**config.mk**
```make
export PLATFORM = sky130hd
export DESIGN_NAME = cpd_top
export DESIGN_NICKNAME = d
export VERILOG_FILES = /design/src/cpd_pkg.sv /design/src/cpd_cfg_if.sv /design/src/cpd_wdt_period.sv /design/src/cpd_region_guard.sv /design/src/cpd_top.sv
export SDC_FILE = /design/constraint.sdc
export NUM_CORES = 1
export LEC_CHECK = 0
export ABC_AREA = 1
export BUFFER_PORTS_ARGS = -buffer_cell sky130_fd_sc_hd__buf_4
export CORE_MARGIN = 2
export CORE_UTILIZATION = 26
export DETAILED_ROUTE_END_ITERATION = 12
export GPL_TIMING_DRIVEN = 0
export PLACE_DENSITY = 0.52
export SETUP_SLACK_MARGIN = 0.5
export SLEW_MARGIN = 20
export SYNTH_ARGS = -nofsm -noshare
export SYNTH_HDL_FRONTEND = slang
export SYNTH_SLANG_ARGS = --single-unit
export TNS_END_PERCENT = 1
```
**constraint.sdc**
```tcl
create_clock -name ref_clk -period 2.2 [get_ports ref_clk]
set_input_delay 0.66 -clock ref_clk [delete_from_list [all_inputs] [get_ports ref_clk]]
set_output_delay 0.66 -clock ref_clk [all_outputs]
set_load 0.005 [all_outputs]
```
**src/cpd_pkg.sv**
```systemverilog
// constants, field layout and decode helpers for the configuration protection decoder
package cpd_pkg;

  // ==========================================================================
  // register offsets (word addresses on the register port)
  localparam logic [15:0] CFG4_ADDR   = 16'h800a;
  localparam logic [15:0] CFG5_ADDR   = 16'h800b;
  localparam logic [15:0] STAT_ADDR   = 16'h800c;
  localparam logic [15:0] WDTC_ADDR   = 16'h800d;

  // ==========================================================================
  // field positions in memory_write_protect_config
  localparam int LVP_BIT      = 13;
  localparam int SAF_WP_BIT   = 11;
  localparam int EE_WP_BIT    = 10;
  localparam int CFG_WP_BIT   = 9;
  localparam int BB_WP_BIT    = 8;
  localparam int APP_WP_BIT   = 7;
  localparam int SAF_EN_BIT   = 4;
  localparam int BB_EN_BIT    = 3;
  localparam int BB_SZ_LSB    = 0;
  // field position in code_protect_config
  localparam int CP_BIT       = 0;
  // software period field in watchdog_control_zero
  localparam int WDT_SW_LSB   = 0;

  // ==========================================================================
  // masks and values after reset / bulk erase
  localparam logic [13:0] CFG_ERASED  = 14'h3fff;
  localparam logic [13:0] CFG4_IMPL   = 14'h2f9f;
  localparam logic [13:0] CFG4_STICKY = 14'h0f98;
  localparam logic [13:0] CFG5_IMPL   = 14'h0001;
  localparam logic [13:0] RD_ZERO     = 14'h0000;

  // ==========================================================================
  // watchdog period coding
  localparam logic [4:0] WDT_SW_CTRL  = 5'h1f;
  localparam logic [4:0] WDT_SW_RST   = 5'h0b;
  localparam logic [4:0] WDT_MAX_CODE = 5'h12;
  localparam logic [4:0] WDT_MIN_EXP  = 5'h05;

  // ==========================================================================
  // program memory geometry in words
  localparam logic [15:0] PM_WORDS    = 16'h2000;
  localparam logic [15:0] SAF_WORDS   = 16'h0080;
  localparam logic [15:0] BB_W_SMALL  = 16'h0200;
  localparam logic [15:0] BB_W_MID    = 16'h0400;
  localparam logic [15:0] BB_W_LARGE  = 16'h0800;
  localparam logic [2:0]  BB_SZ_SMALL = 3'h7;
  localparam logic [2:0]  BB_SZ_MID   = 3'h6;

  // divider exponent for a selector code; out-of-table codes give the minimum
  function automatic logic [4:0] wdt_exp(input logic [4:0] code);
    wdt_exp = (code > WDT_MAX_CODE) ? WDT_MIN_EXP : 5'(code + WDT_MIN_EXP);
  endfunction : wdt_exp

  // boot block length in words, zero when disabled, clamped to half of memory
  function automatic logic [15:0] bb_words(input logic en_n, input logic [2:0] sz);
    logic [15:0] w;
    w = (sz == BB_SZ_SMALL) ? BB_W_SMALL : (sz == BB_SZ_MID) ? BB_W_MID : BB_W_LARGE;
    if (w > (PM_WORDS >> 1))
      w = PM_WORDS >> 1;
    bb_words = en_n ? 16'h0000 : w;
  endfunction : bb_words

endpackage : cpd_pkg

```
**src/cpd_cfg_if.sv**
```systemverilog
// active configuration snapshot and its decoded results, shared by the decoders
`timescale 1ns/1ps
`default_nettype none
interface cpd_cfg_if;
  logic        low_voltage_prog_enable;
  logic        saf_wp_n;
  logic        ee_wp_n;
  logic        cfg_wp_n;
  logic        bb_wp_n;
  logic        app_wp_n;
  logic        saf_en_n;
  logic        bb_en_n;
  logic [2:0]  bb_size;
  logic [4:0]  wdt_sel;
  logic [4:0]  wdt_sw;
  logic [4:0]  wdt_eff;
  logic [4:0]  wdt_exp;
  logic        wdt_sw_ok;
  logic [15:0] bb_len;

  modport top   (output low_voltage_prog_enable, saf_wp_n, ee_wp_n, cfg_wp_n, bb_wp_n, app_wp_n, saf_en_n,
                 bb_en_n, bb_size, wdt_sel, wdt_sw,
                 input wdt_eff, wdt_exp, wdt_sw_ok, bb_len);
  modport wdt   (input wdt_sel, wdt_sw, output wdt_eff, wdt_exp, wdt_sw_ok);
  modport guard (input saf_wp_n, bb_wp_n, app_wp_n, saf_en_n, bb_en_n, bb_size,
                 output bb_len);
endinterface : cpd_cfg_if
`default_nettype wire

```
**src/cpd_wdt_period.sv**
```systemverilog
// watchdog period selector decode
`timescale 1ns/1ps
`default_nettype none
module cpd_wdt_period (
  cpd_cfg_if.wdt cfg
);

  // ==========================================================================
  // effective code and divider exponent
  always_comb
  begin
    cfg.wdt_sw_ok = (cfg.wdt_sel == cpd_pkg::WDT_SW_CTRL);
    cfg.wdt_eff   = cfg.wdt_sw_ok ? cfg.wdt_sw : cfg.wdt_sel;
    cfg.wdt_exp   = cpd_pkg::wdt_exp(cfg.wdt_eff);
  end

endmodule : cpd_wdt_period
`default_nettype wire

```
**src/cpd_region_guard.sv**
```systemverilog
// program memory region decode and write permission
`timescale 1ns/1ps
`default_nettype none
module cpd_region_guard (
  cpd_cfg_if.guard   cfg,
  input  wire logic [15:0] addr,
  output logic       in_boot,
  output logic       in_saf,
  output logic       addr_ok,
  output logic       allow
);

  // ==========================================================================
  // region membership; the storage area sits at the top of program memory
  always_comb
  begin
    cfg.bb_len = cpd_pkg::bb_words(cfg.bb_en_n, cfg.bb_size);
    addr_ok    = (addr < cpd_pkg::PM_WORDS);
    in_boot    = addr_ok && (addr < cfg.bb_len);
    in_saf     = addr_ok && !cfg.saf_en_n
                 && (addr >= 16'(cpd_pkg::PM_WORDS - cpd_pkg::SAF_WORDS));
    if (!addr_ok)
      allow = 1'b0;
    else if (in_boot)
      allow = cfg.bb_wp_n;
    else if (in_saf)
      allow = cfg.saf_wp_n;
    else
      allow = cfg.app_wp_n;
  end

endmodule : cpd_region_guard
`default_nettype wire

```
**src/cpd_top.sv**
```systemverilog
// configuration protection decoder: config image, snapshot, permissions, register port
//
// The implementer's own choice: the strobed register port.
`timescale 1ns/1ps
`default_nettype none
module cpd_top (
  input  wire logic        ref_clk,
  input  wire logic        reset_n,
  input  wire logic        clk_en,
  // register port
  input  wire logic [15:0] reg_addr,
  input  wire logic [13:0] reg_wdata,
  input  wire logic        reg_wr,
  input  wire logic        reg_rd,
  output logic      [13:0] reg_rdata,
  // nonvolatile configuration image
  input  wire logic [13:0] nv_cfg4,
  input  wire logic [13:0] nv_cfg5,
  input  wire logic        bulk_erase,
  input  wire logic        lvp_session,
  input  wire logic        reset_pin_enable,
  input  wire logic        external_reset_pin_n,
  // memory write requests
  input  wire logic        prog_wr_req,
  input  wire logic [15:0] prog_wr_addr,
  input  wire logic        eeprom_wr_req,
  // decoded outputs
  output logic             cfg_valid,
  output logic             prog_wr_grant,
  output logic             eeprom_wr_grant,
  output logic             storage_area_flash_on,
  output logic             code_protect_on,
  output logic             pin_reset,
  output logic             hv_prog_required,
  output logic      [4:0]  watchdog_period_select,
  output logic      [4:0]  wdt_ratio_exp,
  output logic      [15:0] boot_block_words,
  output logic      [15:0] boot_block_last
);

  // ==========================================================================
  // reset release synchroniser
  logic rst_a_q;
  logic rst_b_q;

  always_ff @(posedge ref_clk or negedge reset_n)
  begin
    if (!reset_n)
    begin
      rst_a_q <= 1'b0;
      rst_b_q <= 1'b0;
    end
    else
    begin
      rst_a_q <= 1'b1;
      rst_b_q <= rst_a_q;
    end
  end

  wire logic rst_n = rst_b_q;

  // ==========================================================================
  // reset pin synchroniser: a change counts once stages two and three agree
  logic [2:0] pin_sync_q;
  logic       pin_lvl_q;
  logic       pin_lvl_d;

  always_comb
  begin
    pin_lvl_d = (pin_sync_q[1] == pin_sync_q[2]) ? pin_sync_q[2] : pin_lvl_q;
  end

  always_ff @(posedge ref_clk or negedge rst_n)
  begin
    if (!rst_n)
    begin
      pin_sync_q <= 3'h7;
      pin_lvl_q  <= 1'b1;
    end
    else if (clk_en)
    begin
      pin_sync_q <= {pin_sync_q[1:0], external_reset_pin_n};
      pin_lvl_q  <= pin_lvl_d;
    end
  end

  // ==========================================================================
  // configuration image, snapshot and software period
  logic [13:0] img4_q;
  logic [13:0] img4_d;
  logic [13:0] img5_q;
  logic [13:0] img5_d;
  logic [13:0] act4_q;
  logic [13:0] act4_d;
  logic [13:0] act5_q;
  logic [13:0] act5_d;
  logic [4:0]  wsw_q;
  logic [4:0]  wsw_d;
  logic        loaded_q;
  logic        loaded_d;
  logic        pin_en_q;
  logic        pin_en_d;
  logic        wr4;
  logic        wr5;
  logic        wrw;
  logic [13:0] keep4;
  logic [4:0]  nv_sel_q;
  logic [4:0]  wdt_cfg_sel;

  cpd_cfg_if cfg ();

  always_comb
  begin
    img4_d   = img4_q;
    img5_d   = img5_q;
    act4_d   = act4_q;
    act5_d   = act5_q;
    wsw_d    = wsw_q;
    loaded_d = 1'b1;
    pin_en_d = pin_en_q;
    wr4      = reg_wr && (reg_addr == cpd_pkg::CFG4_ADDR);
    wr5      = reg_wr && (reg_addr == cpd_pkg::CFG5_ADDR);
    wrw      = reg_wr && (reg_addr == cpd_pkg::WDTC_ADDR);
    keep4    = '0;
    if (!loaded_q)
    begin
      // snapshot taken once after reset release, then frozen
      img4_d   = nv_cfg4 | ~cpd_pkg::CFG4_IMPL;
      img5_d   = nv_cfg5 | ~cpd_pkg::CFG5_IMPL;
      act4_d   = img4_d;
      act5_d   = img5_d;
      pin_en_d = reset_pin_enable;
    end
    else if (bulk_erase)
    begin
      // erase wins over a CFG4 or CFG5 write in the same cycle; a WDTC write still lands
      img4_d = cpd_pkg::CFG_ERASED;
      img5_d = cpd_pkg::CFG_ERASED;
    end
    else if (act4_q[cpd_pkg::CFG_WP_BIT])
    begin
      if (wr4)
      begin
        // sticky bits may only move toward protection
        img4_d = reg_wdata | ~cpd_pkg::CFG4_IMPL;
        img4_d = img4_d & (img4_q | ~cpd_pkg::CFG4_STICKY);
        if (lvp_session && img4_q[cpd_pkg::LVP_BIT])
          img4_d[cpd_pkg::LVP_BIT] = 1'b1;
        keep4 = {11'h000, {3{~img4_q[cpd_pkg::BB_EN_BIT]}}};
        img4_d[2:0] = (img4_q[2:0] & keep4[2:0])
                      | (img4_d[2:0] & ~keep4[2:0]);
      end
      if (wr5)
        img5_d = reg_wdata | ~cpd_pkg::CFG5_IMPL;
    end
    if (wrw && cfg.wdt_sw_ok)
      wsw_d = reg_wdata[cpd_pkg::WDT_SW_LSB +: 5];
  end

  always_ff @(posedge ref_clk or negedge rst_n)
  begin
    if (!rst_n)
    begin
      img4_q   <= cpd_pkg::CFG_ERASED;
      img5_q   <= cpd_pkg::CFG_ERASED;
      act4_q   <= cpd_pkg::CFG_ERASED;
      act5_q   <= cpd_pkg::CFG_ERASED;
      wsw_q    <= cpd_pkg::WDT_SW_RST;
      loaded_q <= 1'b0;
      pin_en_q <= 1'b1;
    end
    else if (clk_en)
    begin
      img4_q   <= img4_d;
      img5_q   <= img5_d;
      act4_q   <= act4_d;
      act5_q   <= act5_d;
      wsw_q    <= wsw_d;
      loaded_q <= loaded_d;
      pin_en_q <= pin_en_d;
    end
  end

  // ==========================================================================
  // snapshot fields and the software period onto the shared carrier
  assign cfg.low_voltage_prog_enable      = act4_q[cpd_pkg::LVP_BIT];
  assign cfg.saf_wp_n = act4_q[cpd_pkg::SAF_WP_BIT];
  assign cfg.ee_wp_n  = act4_q[cpd_pkg::EE_WP_BIT];
  assign cfg.cfg_wp_n = act4_q[cpd_pkg::CFG_WP_BIT];
  assign cfg.bb_wp_n  = act4_q[cpd_pkg::BB_WP_BIT];
  assign cfg.app_wp_n = act4_q[cpd_pkg::APP_WP_BIT];
  assign cfg.saf_en_n = act4_q[cpd_pkg::SAF_EN_BIT];
  assign cfg.bb_en_n  = act4_q[cpd_pkg::BB_EN_BIT];
  assign cfg.bb_size  = act4_q[cpd_pkg::BB_SZ_LSB +: 3];
  assign cfg.wdt_sel  = nv_sel_q;
  assign cfg.wdt_sw   = wsw_q;

  // selector is held from the snapshot, as the rest of the fields are
  always_ff @(posedge ref_clk or negedge rst_n)
  begin
    if (!rst_n)
      nv_sel_q <= cpd_pkg::WDT_SW_CTRL;
    else if (clk_en && !loaded_q)
      nv_sel_q <= wdt_cfg_sel;
  end

  // ==========================================================================
  // decoders
  logic in_boot;
  logic in_saf;
  logic addr_ok;
  logic region_allow;

  assign wdt_cfg_sel = nv_cfg5[13:9];

  cpd_wdt_period u_wdt (
    .cfg (cfg.wdt)
  );

  cpd_region_guard u_guard (
    .cfg     (cfg.guard),
    .addr    (prog_wr_addr),
    .in_boot (in_boot),
    .in_saf  (in_saf),
    .addr_ok (addr_ok),
    .allow   (region_allow)
  );

  // ==========================================================================
  // registered outputs and read data
  logic [13:0] rdata_d;
  logic [13:0] stat_w;

  always_comb
  begin
    stat_w  = {7'h00, cfg.wdt_sw_ok, in_boot, in_saf, addr_ok,
               ~cfg.low_voltage_prog_enable, cfg.bb_en_n, loaded_q};
    rdata_d = cpd_pkg::RD_ZERO;
    if (reg_rd)
    begin
      unique case (reg_addr)
        cpd_pkg::CFG4_ADDR: rdata_d = img4_q;
        cpd_pkg::CFG5_ADDR: rdata_d = img5_q;
        cpd_pkg::STAT_ADDR: rdata_d = stat_w;
        cpd_pkg::WDTC_ADDR: rdata_d = {9'h000, cfg.wdt_eff};
        default:            rdata_d = cpd_pkg::RD_ZERO;             // unmapped reads zero
      endcase
    end
  end

  always_ff @(posedge ref_clk or negedge rst_n)
  begin
    if (!rst_n)
    begin
      reg_rdata              <= cpd_pkg::RD_ZERO;
      cfg_valid              <= 1'b0;
      prog_wr_grant          <= 1'b0;
      eeprom_wr_grant        <= 1'b0;
      storage_area_flash_on  <= 1'b0;
      code_protect_on        <= 1'b0;
      pin_reset              <= 1'b0;
      hv_prog_required       <= 1'b0;
      watchdog_period_select <= cpd_pkg::WDT_SW_RST;
      wdt_ratio_exp          <= cpd_pkg::WDT_MIN_EXP;
      boot_block_words       <= 16'h0000;
      boot_block_last        <= 16'h0000;
    end
    else if (clk_en)
    begin
      reg_rdata              <= rdata_d;
      cfg_valid              <= loaded_q;
      prog_wr_grant          <= loaded_q && prog_wr_req && region_allow;
      eeprom_wr_grant        <= loaded_q && eeprom_wr_req && cfg.ee_wp_n;
      storage_area_flash_on  <= ~cfg.saf_en_n;
      code_protect_on        <= ~act5_q[cpd_pkg::CP_BIT];
      pin_reset              <= (cfg.low_voltage_prog_enable || pin_en_q) && !pin_lvl_q;
      hv_prog_required       <= ~cfg.low_voltage_prog_enable;
      watchdog_period_select <= cfg.wdt_eff;
      wdt_ratio_exp          <= cfg.wdt_exp;
      boot_block_words       <= cfg.bb_len;
      boot_block_last        <= (cfg.bb_len == 16'h0000) ? 16'h0000
                                : 16'(cfg.bb_len - 16'h0001);
    end
  end

endmodule : cpd_top
`default_nettype wire

```
# Word level (Yosys, flattened, before mapping)
# Index checks and enable logic that the tools add are counted.
# word_totals
register_bits	121
elab_cells	97
mem_bits_rw	0
memories	0
rom_bits	0
latchBits	0
# classes
magnitude_cmp	5
n_mux	21
n_div	0
n_reduce_logical	24
n_eq_ne	11
addsub	2
mul	0
bitwise	10
shift	0
# ops
operator	n
two-way mux 14 bit	9
equality test 16 bit (second input constant)	4
two-way mux 16 bit	4
one-hot mux 14 bit (4 select lines)	1
greater-or-equal comparator 16 x 13 -> 1 bit (second input constant)	1
> comparator 16 x 13 -> 1 bit (second input constant)	1
zero test 16 bit	1
< comparator 16 x 14 -> 1 bit (second input constant)	1
< comparator 16 bit	1
subtractor 16 x 1 -> 16 bit (second input constant)	1
AND 14 bit	1
logical AND 1 bit	14
two-way mux 12 bit	1
two-way mux 5 bit	2
AND 3 bit	2
equality test 3 bit (second input constant)	2
inequality test 3 x 2 -> 1 bit (second input constant)	2
AND reduction 2 bit	3
AND reduction 3 bit	2
adder 5 x 3 -> 5 bit (second input constant)	1
equality test 5 bit (second input constant)	1
> comparator 5 bit (second input constant)	1
NOT 1 bit	5
two-way mux 1 bit	4
other kinds (6)	8

# Depth between registers and ports, before layout
# Gate-level depths: netlist of the first run.
# depth
depth_word	11
ltp_mapped	13

# By module
# Synthesis of the first run repeated with hierarchy kept, for this count alone.
# unflattened
cells_unflattened	677
hier_area_um2	5552.8
# by_module_without_submodules
mod	area_per_inst_um2	cells_per_inst	instances
cpd_top	5003.5	583	1
cpd_region_guard	306.5	51	1
cpd_wdt_period	242.7	43	1

# Worst setup path before layout of the first run
# No wires, ideal clock.
# synth_path
path_kind	reg2reg
from	register nv_sel_q[2], in the netlist cfg.wdt_sel[2]
to	register wdt_ratio_exp[1]
arrival_time_ns	1.548
slack_ns	0.535
period_less_slack_ns	1.665
path_buffers	0
path_stages_with_launch	13
required_time_ns	2.083
setup_ns	0.117
path_cell_list	dfstp_2 -> nand2_1 -> nor2_8 -> nand2_2 -> nand2_1 -> nand2_1 -> ha_1 -> inv_1 -> nand3_1 -> nand3_2 -> nand2_2 -> nand2_1 -> o21ai_2
# synth_via
elab_chain_len	4
word_cells_on_any_way	5
cone_classes	add/sub: 1; order compare: 1; eq/ne: 1; mux: 2
# synth_rtl
item	line_no	source
from (decl)	cpd_top.sv:107	logic [4:0] nv_sel_q;
from (signal assigned)	cpd_top.sv:202	nv_sel_q <= cpd_pkg::WDT_SW_CTRL;
from (signal assigned)	cpd_top.sv:204	nv_sel_q <= wdt_cfg_sel;
equality test 5 bit *	cpd_wdt_period.sv:12	cfg.wdt_sw_ok = (cfg.wdt_sel == cpd_pkg::WDT_SW_CTRL);
two-way mux 5 bit *	cpd_wdt_period.sv:13	cfg.wdt_eff = cfg.wdt_sw_ok ? cfg.wdt_sw : cfg.wdt_sel;
net cfg.wdt_eff[1]	cpd_cfg_if.sv:16	logic [4:0] wdt_eff;
adder 5 x 3 -> 5 bit / > comparator 5 bit (equally long branches)	cpd_pkg.sv:54	wdt_exp = (code > WDT_MAX_CODE) ? WDT_MIN_EXP : 5'(code + WDT_MIN_EXP);
two-way mux 5 bit *	cpd_pkg.sv:54	
to (signal assigned)	cpd_top.sv:264	wdt_ratio_exp <= cpd_pkg::WDT_MIN_EXP;
to (signal assigned)	cpd_top.sv:279	wdt_ratio_exp <= cfg.wdt_exp;
to (decl)	cpd_top.sv:36	output logic [4:0] wdt_ratio_exp,
# The timed path passes the listed nets; every way through them passes the cells marked *.
# A chain may end at the register's enable or synchronous reset.

==> results.md, run 1 <==
- GRT Overall Usage: 0.1479
- Post-synthesis sequential area ratio: 0.4881
- CTS sink count: 82
- Met1 usage: 0.1893
- Clock transition at path regs: 0.07 ns
- Cell accounting for the most synthesized area: dfstp_2
- PnR worst setup slack: 0.4522 ns
- Setup TNS: 0 ns
- Cell variety after synth: 38
- Crit start category: flop
- CTS H-Tree Depth: 3
- Final hold vios: 0
- Min Tclk post-route: 1.748 ns
- Final worst path period share: 0.7945
- Critical path peak fanout: 10
- Root Driver: clkbuf_16
- Multi-input gate area: 1934 sq um
- GR peak layer: met2
- Ant. Diodes: 0
- Initial Utilization: 0.2628
- Worst rel slew slack: 0.6393
- Final setup violation count: 0
- CP arrival: 1.09 ns
- Area of the die: 17630 sq um
- Skew-Pair Late Insertion Delay: 0.35 ns
- P per Cell Area: 592.8 nW/um^2
- Post-synth top area share: 0.2559
- 1st-iter DRT viols: 213
- Sequential cell area: 2110 sq um
- Crit end category: output pin
- Routed WL per cell: 14.50 microns
- Via density: 4.387
- Max_cap viols: 0
- Largest net degree at the start of global routing: 55
- Commonest non-fill, non-tap cells in the layout: buf_4 (145), nand2_1 (139), nor2_1 (53)
- Final net count: 749
- CTS tree: done
- Total CTS buffers: 9
- Hold_buf cts: 0
- Initial antenna violation count: 0
- Max IR drop VDD: 0.0003945 V
- Mapped Cells: 513
- Setup Crit Path Kind: reg2out
- Cell Area, Synth: 4312 sq um
- RSZ-0062 raised after global routing: yes
- Die Width: 132.8 microns
- Met2 Track Usage GR: 0.2470
- Residual DRC count: 0
- Syn avg cell area: 8.405 sq um
- First-pass GRT wire length: 20.40 mm
- Commonest non-fill, non-tap cell in the layout: buf_4
- Max-slew violations: 0
- Yosys warns: 0
- Fill count: 1687
- Met3 GRT Util: 0.03946
- Vias in the first global route: 3885
- Synth top area cells: dfstp_2 (26%), dfrtp_1 (23%), nand2_1 (13%)
- GR Overflow Total: 0
- Num rows: 47
- Total routed wirelength: 12.82 mm
- Core ar.: 16410 sq um
- Worst slew pin tran: 0.5369 ns
- Count of state elements after synthesis: 82
- Pre-antenna DRT Iters: 4
- GP Congestion: 0.8201
- Hold WC Path Type: in2async
- Final HPWL DP: 9.816 mm
- Die Span Y: 132.8 microns
- Layout cells sized above 1: 0.4081
- # IOs: 148
- DR vias: 3878
- Area Growth Syn to Fin: 38.45%
- Leakage power: 3.064 nW
- Outcome: finished, final reports clean
- Min Hold Slack: 0.09174 ns
- Clk buf depth: 2
- I/O Buffers: 112
- Clock Skews: 0.01004 ns
- Crit path required time: 1.54 ns
- Setup WS pre-CTS: 0.1746 ns
- Fmax: 572.1 MHz
- Post-route ant nets: 0
[per-layer routing]
metal	vias to the layer above	wire [microns]
li1	1924	-
met1	1843	5653
met2	98	6349
met3	13	658
met4	0	161
met5	-	0
[what timing repair did]
item                       4_1_cts  5_1_grt
pin swaps                        1       12
setup endpoints to repair       17       30
setup buffers                    4        6
gates resized for setup          4       23
[kinds of logic after synthesis]
family / count (synthesis) / share of synthesized area
fa+ha+maj: 5 / 0.01451
xor+xnor: 1 / 0.002032
compound gates: 71 / 0.09577
other cells: 2 / 0.001742
flops: 82 / 0.4881
simple gates: 260 / 0.2681
buf+inv: 79 / 0.09576
mux: 13 / 0.03395
[power breakdown]
part           switching [W]  leakage, nW  internal (W)  total, W
Clock               0.000628        0.143      0.000881   0.00151
Sequential         0.0000585        0.968       0.00161   0.00167
Combinational       0.000193         1.95      0.000166  0.000359
Total               0.000879         3.06       0.00266   0.00354
[cell usage after synthesis]
cell,number
mux2_2,13
nand3_1,28
o21ai_1,10
dfstp_2,42
a21oi_1,10
nand4_4,1
o211ai_1,1
xor2_1,1
and3_1,1
o21bai_1,1
nand2_2,9
o21ai_0,34
nor2_4,2
clkbuf_8,1
nand3_4,1
buf_4,23
buf_6,1
nand3_2,2
nand4_1,4
nand3b_1,3
dfrtp_1,40
o21ai_2,2
clkbuf_1,5
o31ai_1,1
buf_2,10
nor2_1,54
inv_2,4
o22ai_1,1
nor2_8,2
nor3_1,6
nand2_1,147
conb_1,2
inv_1,34
a22o_1,1
clkinv_1,1
o2111ai_1,9
a211o_1,1
ha_1,5
[sequential cells by signal (all words and copies together), names as in the netlist, 3 cells and up]
| name | cells |
|---|---|
| boot_block_words | 3 |
| boot_block_last | 6 |
| act4_q | 11 |
| wdt_ratio_exp | 5 |
| reg_rdata | 14 |
| img4_q | 11 |
| cfg.wdt_sw | 5 |
| watchdog_period_select | 5 |
| pin_sync_q | 3 |
| cfg.wdt_sel | 5 |
[per-stage QoR]
| step | util | cell area [sq um] | power (W) | instances |
|---|---|---|---|---|
| 2_1_floorplan | - | 4358 | 0.001862 | 525 |
| 3_3_place_gp | 0.3336 | 5474 | 0.002042 | 857 |
| 3_5_place_dp | 0.3355 | 5504 | 0.002057 | 858 |
| 4_1_cts | 0.3558 | 5837 | 0.003586 | 878 |
| 5_1_grt | 0.3638 | 5969 | 0.003712 | 884 |
| 6_report | 0.3638 | 5969 | 0.003539 | 884 |
[final cells by class]
type                            instances  area share
Inverter                               39     0.02452
Clock inverter                          6     0.01090
Clock buffer                           10     0.03836
Tap cell                              220     0.04611
Sequential cell                        82      0.3534
Timing Repair Buffer                  123      0.1580
Buffer                                 40     0.04464
Multi-Input combinational cell        364      0.3240
[worst paths after layout]
path                                                      from                      endpoint  slack [ns]  cells past startpoint
worst max register to register      cfg.wdt_sel[0]$_DFFE_PN1P_  wdt_ratio_exp[2]$_DFFE_PN1P_        0.45                     13
worst min-delay path                                   reset_n             rst_b_q$_DFF_PN0_        0.09                      1
max in group asynchronous                    rst_b_q$_DFF_PN0_    cfg.wdt_sel[2]$_DFFE_PN1P_        1.30                      1
worst max-delay path            boot_block_last[8]$_DFFE_PN0P_            boot_block_last[3]        0.45                      2
min in group ref_clk                         rst_a_q$_DFF_PN0_             rst_b_q$_DFF_PN0_        0.35                      0
worst min register to register               rst_b_q$_DFF_PN0_   eeprom_wr_grant$_DFFE_PN0P_        0.25                      0
[worst max-delay path, cell delays in order, from the launching register on]
cell	delay (ns)
dfrtp_2	0.47
buf_4	0.15
buf_4	0.12
(Power assumes the default switching activity.)
==> run 2: changes to the inputs <==
PLACE_DENSITY = 0.5   (was 0.52)
clock period = 1.62 ns   (was 2.2 ns; I/O delays follow)
==> run 2 against run 1 <==
The flow now finishes with violations (setup timing). Highest routed layer unchanged. Final cell count rose by 0.11%. Via count fell by 0.77%. Largest power group unchanged. Power rose by 34%. Critical endpoint is now wdt_ratio_exp[2]$_DFFE_PN1P_. Count of clock-buffer cells in the layout rose by 2. Wire length rose by 2.0%.
==> results.md, run 2 (same netlist as run 1, synthesis figures left out) <==
- Final hold vios: 0
- Initial Utilization: 0.2628
- 1st-iter DRT viols: 135
- Area Growth Syn to Fin: 47.71%
- Max-slew violations: 0
- P per Cell Area: 741.9 nW/um^2
- Worst r2r src: cfg.wdt_sel[3]$_DFFE_PN1P_
- Pre-antenna DRT Iters: 4
- Final HPWL DP: 9.860 mm
- Total routed wirelength: 13.08 mm
- Clock transition at path regs: 0.06 ns
- Skew-Pair Late Insertion Delay: 0.34 ns
- Area of the die: 17630 sq um
- Residual DRC count: 0
- GRT Overall Usage: 0.1523
- First-pass GRT wire length: 20.73 mm
- Final worst path period share: 1.032
- Num rows: 47
- Leakage power: 3.159 nW
- Commonest non-fill, non-tap cells in the layout: nand2_1 (137), buf_4 (91), buf_6 (63)
- Commonest non-fill, non-tap cell in the layout: nand2_1
- Final net count: 750
- Final Core Density: 0.3882
- CTS sink count: 82
- Clock Skews: 0.009521 ns
- Setup Crit Path Kind: reg2reg
- Via density: 4.348
- RSZ-0062 raised after global routing: yes
- PnR worst setup slack: -0.05241 ns
- Max_cap viols: 0
- Min Hold Slack: 0.3374 ns
- CP arrival: 1.96 ns
- Min Tclk post-route: 1.672 ns
- CP Launch Point: cfg.wdt_sel[3]$_DFFE_PN1P_
- I/O Buffers: 112
- GP Congestion: 0.7935
- Clk buf depth: 2
- Total CTS buffers: 9
- Die Width: 132.8 microns
- Failing checks: setup timing
- Fmax: 597.9 MHz
- Root Driver: clkbuf_16
- Worst slew pin tran: 0.5915 ns
- Flop2flop setup slack: -0.05 ns
- Worst Setup EP: wdt_ratio_exp[2]$_DFFE_PN1P_
- Max reg flops: 14
- Crit end category: flop
- Setup TNS: -0.1744 ns
- DR vias: 3848
- Core ar.: 16410 sq um
- Layout cells sized above 1: 0.4451
- # IOs: 148
- CTS H-Tree Depth: 3
- Critical path peak fanout: 7
- Final setup violation count: 6
- Total power: 0.004725 W
- Ant. Diodes: 0
- R2R Path End: wdt_ratio_exp[2]$_DFFE_PN1P_
- Initial antenna violation count: 0
- Post-route ant nets: 0
- Crit path required time: 1.90 ns
- Die Span Y: 132.8 microns
- Register-to-Register Path Depth: 13
- Max IR drop VDD: 0.0007391 V
- CTS tree: done
- Worst rel slew slack: 0.6057
- GR Overflow Total: 0
- Vias in the first global route: 3928
- Crit start category: flop
- Hold WC Path Type: reg2async
- Routed WL per cell: 14.78 microns
- Outcome: finished, violations left
- Largest reg by FF count: reg_rdata
- Largest net degree at the start of global routing: 44
- Top Registers: reg_rdata x14, act4_q x11, img4_q x11
## run 2: cell count changes in the layout (fill, tap and decap cells not counted), moves of 5 or more
cell | previous run | this run
nor2_4 | 2 | 7
buf_2 | 10 | 2
buf_6 | 1 | 63
buf_4 | 145 | 91
nor2_1 | 53 | 44
## run 2: area by class of cell
cell class,count,area [sq um]
fill,1660,10040
sequential,82,2110
multi-input combinational,364,2077
timing repair buffer,124,1141
buffer,40,339.1
tap,220,275.3
clock buffer,12,246.5
inverter,39,151.4
clock inverter,4,28.78
## run 2: worst min path at each step
stage / cells past startpoint / slack [ns] / startpoint / endpoint
floorplan: 0 / 0.19 / reset_n / rst_a_q$_DFF_PN0_
global placement: 1 / 0.27 / reset_n / rst_a_q$_DFF_PN0_
detailed placement: 1 / 0.27 / reset_n / rst_a_q$_DFF_PN0_
CTS: 0 / 0.35 / rst_b_q$_DFF_PN0_ / reg_rdata[13]$_DFFE_PN0P_
global route: 2 / 0.36 / nv_cfg5[12] / cfg.wdt_sel[3]$_DFFE_PN1P_
finish: 0 / 0.34 / rst_b_q$_DFF_PN0_ / storage_area_flash_on$_DFFE_PN0P_
## run 2: metal layers
layer | vias to the layer above | track usage | part of all wire
met2 | 96 | 0.2559 | 0.49
met1 | 1819 | 0.1933 | 0.45
met3 | 9 | 0.03985 | 0.050
met4 | 0 | 0.04361 | 0.010
met5 | - | 0 | 0
li1 | 1924 | - | -
## run 2: through the flow
stage	cells	area, sq um	setup WS, ns
5_1_grt	885	6369	-0.1478
2_1_floorplan	525	4370	-0.001255
4_1_cts	884	6250	-0.02885
3_3_place_gp	857	5487	-0.3053
3_5_place_dp	858	5509	-0.2646
6_report	885	6369	-0.05241
## run 2: power by group
part / internal [W] / switching (W) / leakage (nW)
logic: 0.000251 / 0.000273 / 2.06
clock network: 0.00108 / 0.000836 / 0.129
registers: 0.00219 / 0.0000943 / 0.968
total: 0.00352 / 0.00120 / 3.16
## run 2: worst max-delay path: stages (launching register included)
cell and delay (ns):
dfstp_2 0.56, nand2_4 0.07, nor2_8 0.16, nand2_4 0.08
nand2_4 0.06, nand2_4 0.06, ha_4 0.16, inv_2 0.04
nand3_2 0.07, nand3_2 0.09, nand2_2 0.08, nand2_1 0.07
nand2_1 0.05, nand2_1 0.06
## run 2: timing repair
action,in CTS,in global routing
buffers inserted,9,1
pin swaps,33,19
endpoints found under the setup margin,126,147
hold endpoints to repair,2,0
hold buffers,1,0
resized for setup,111,27
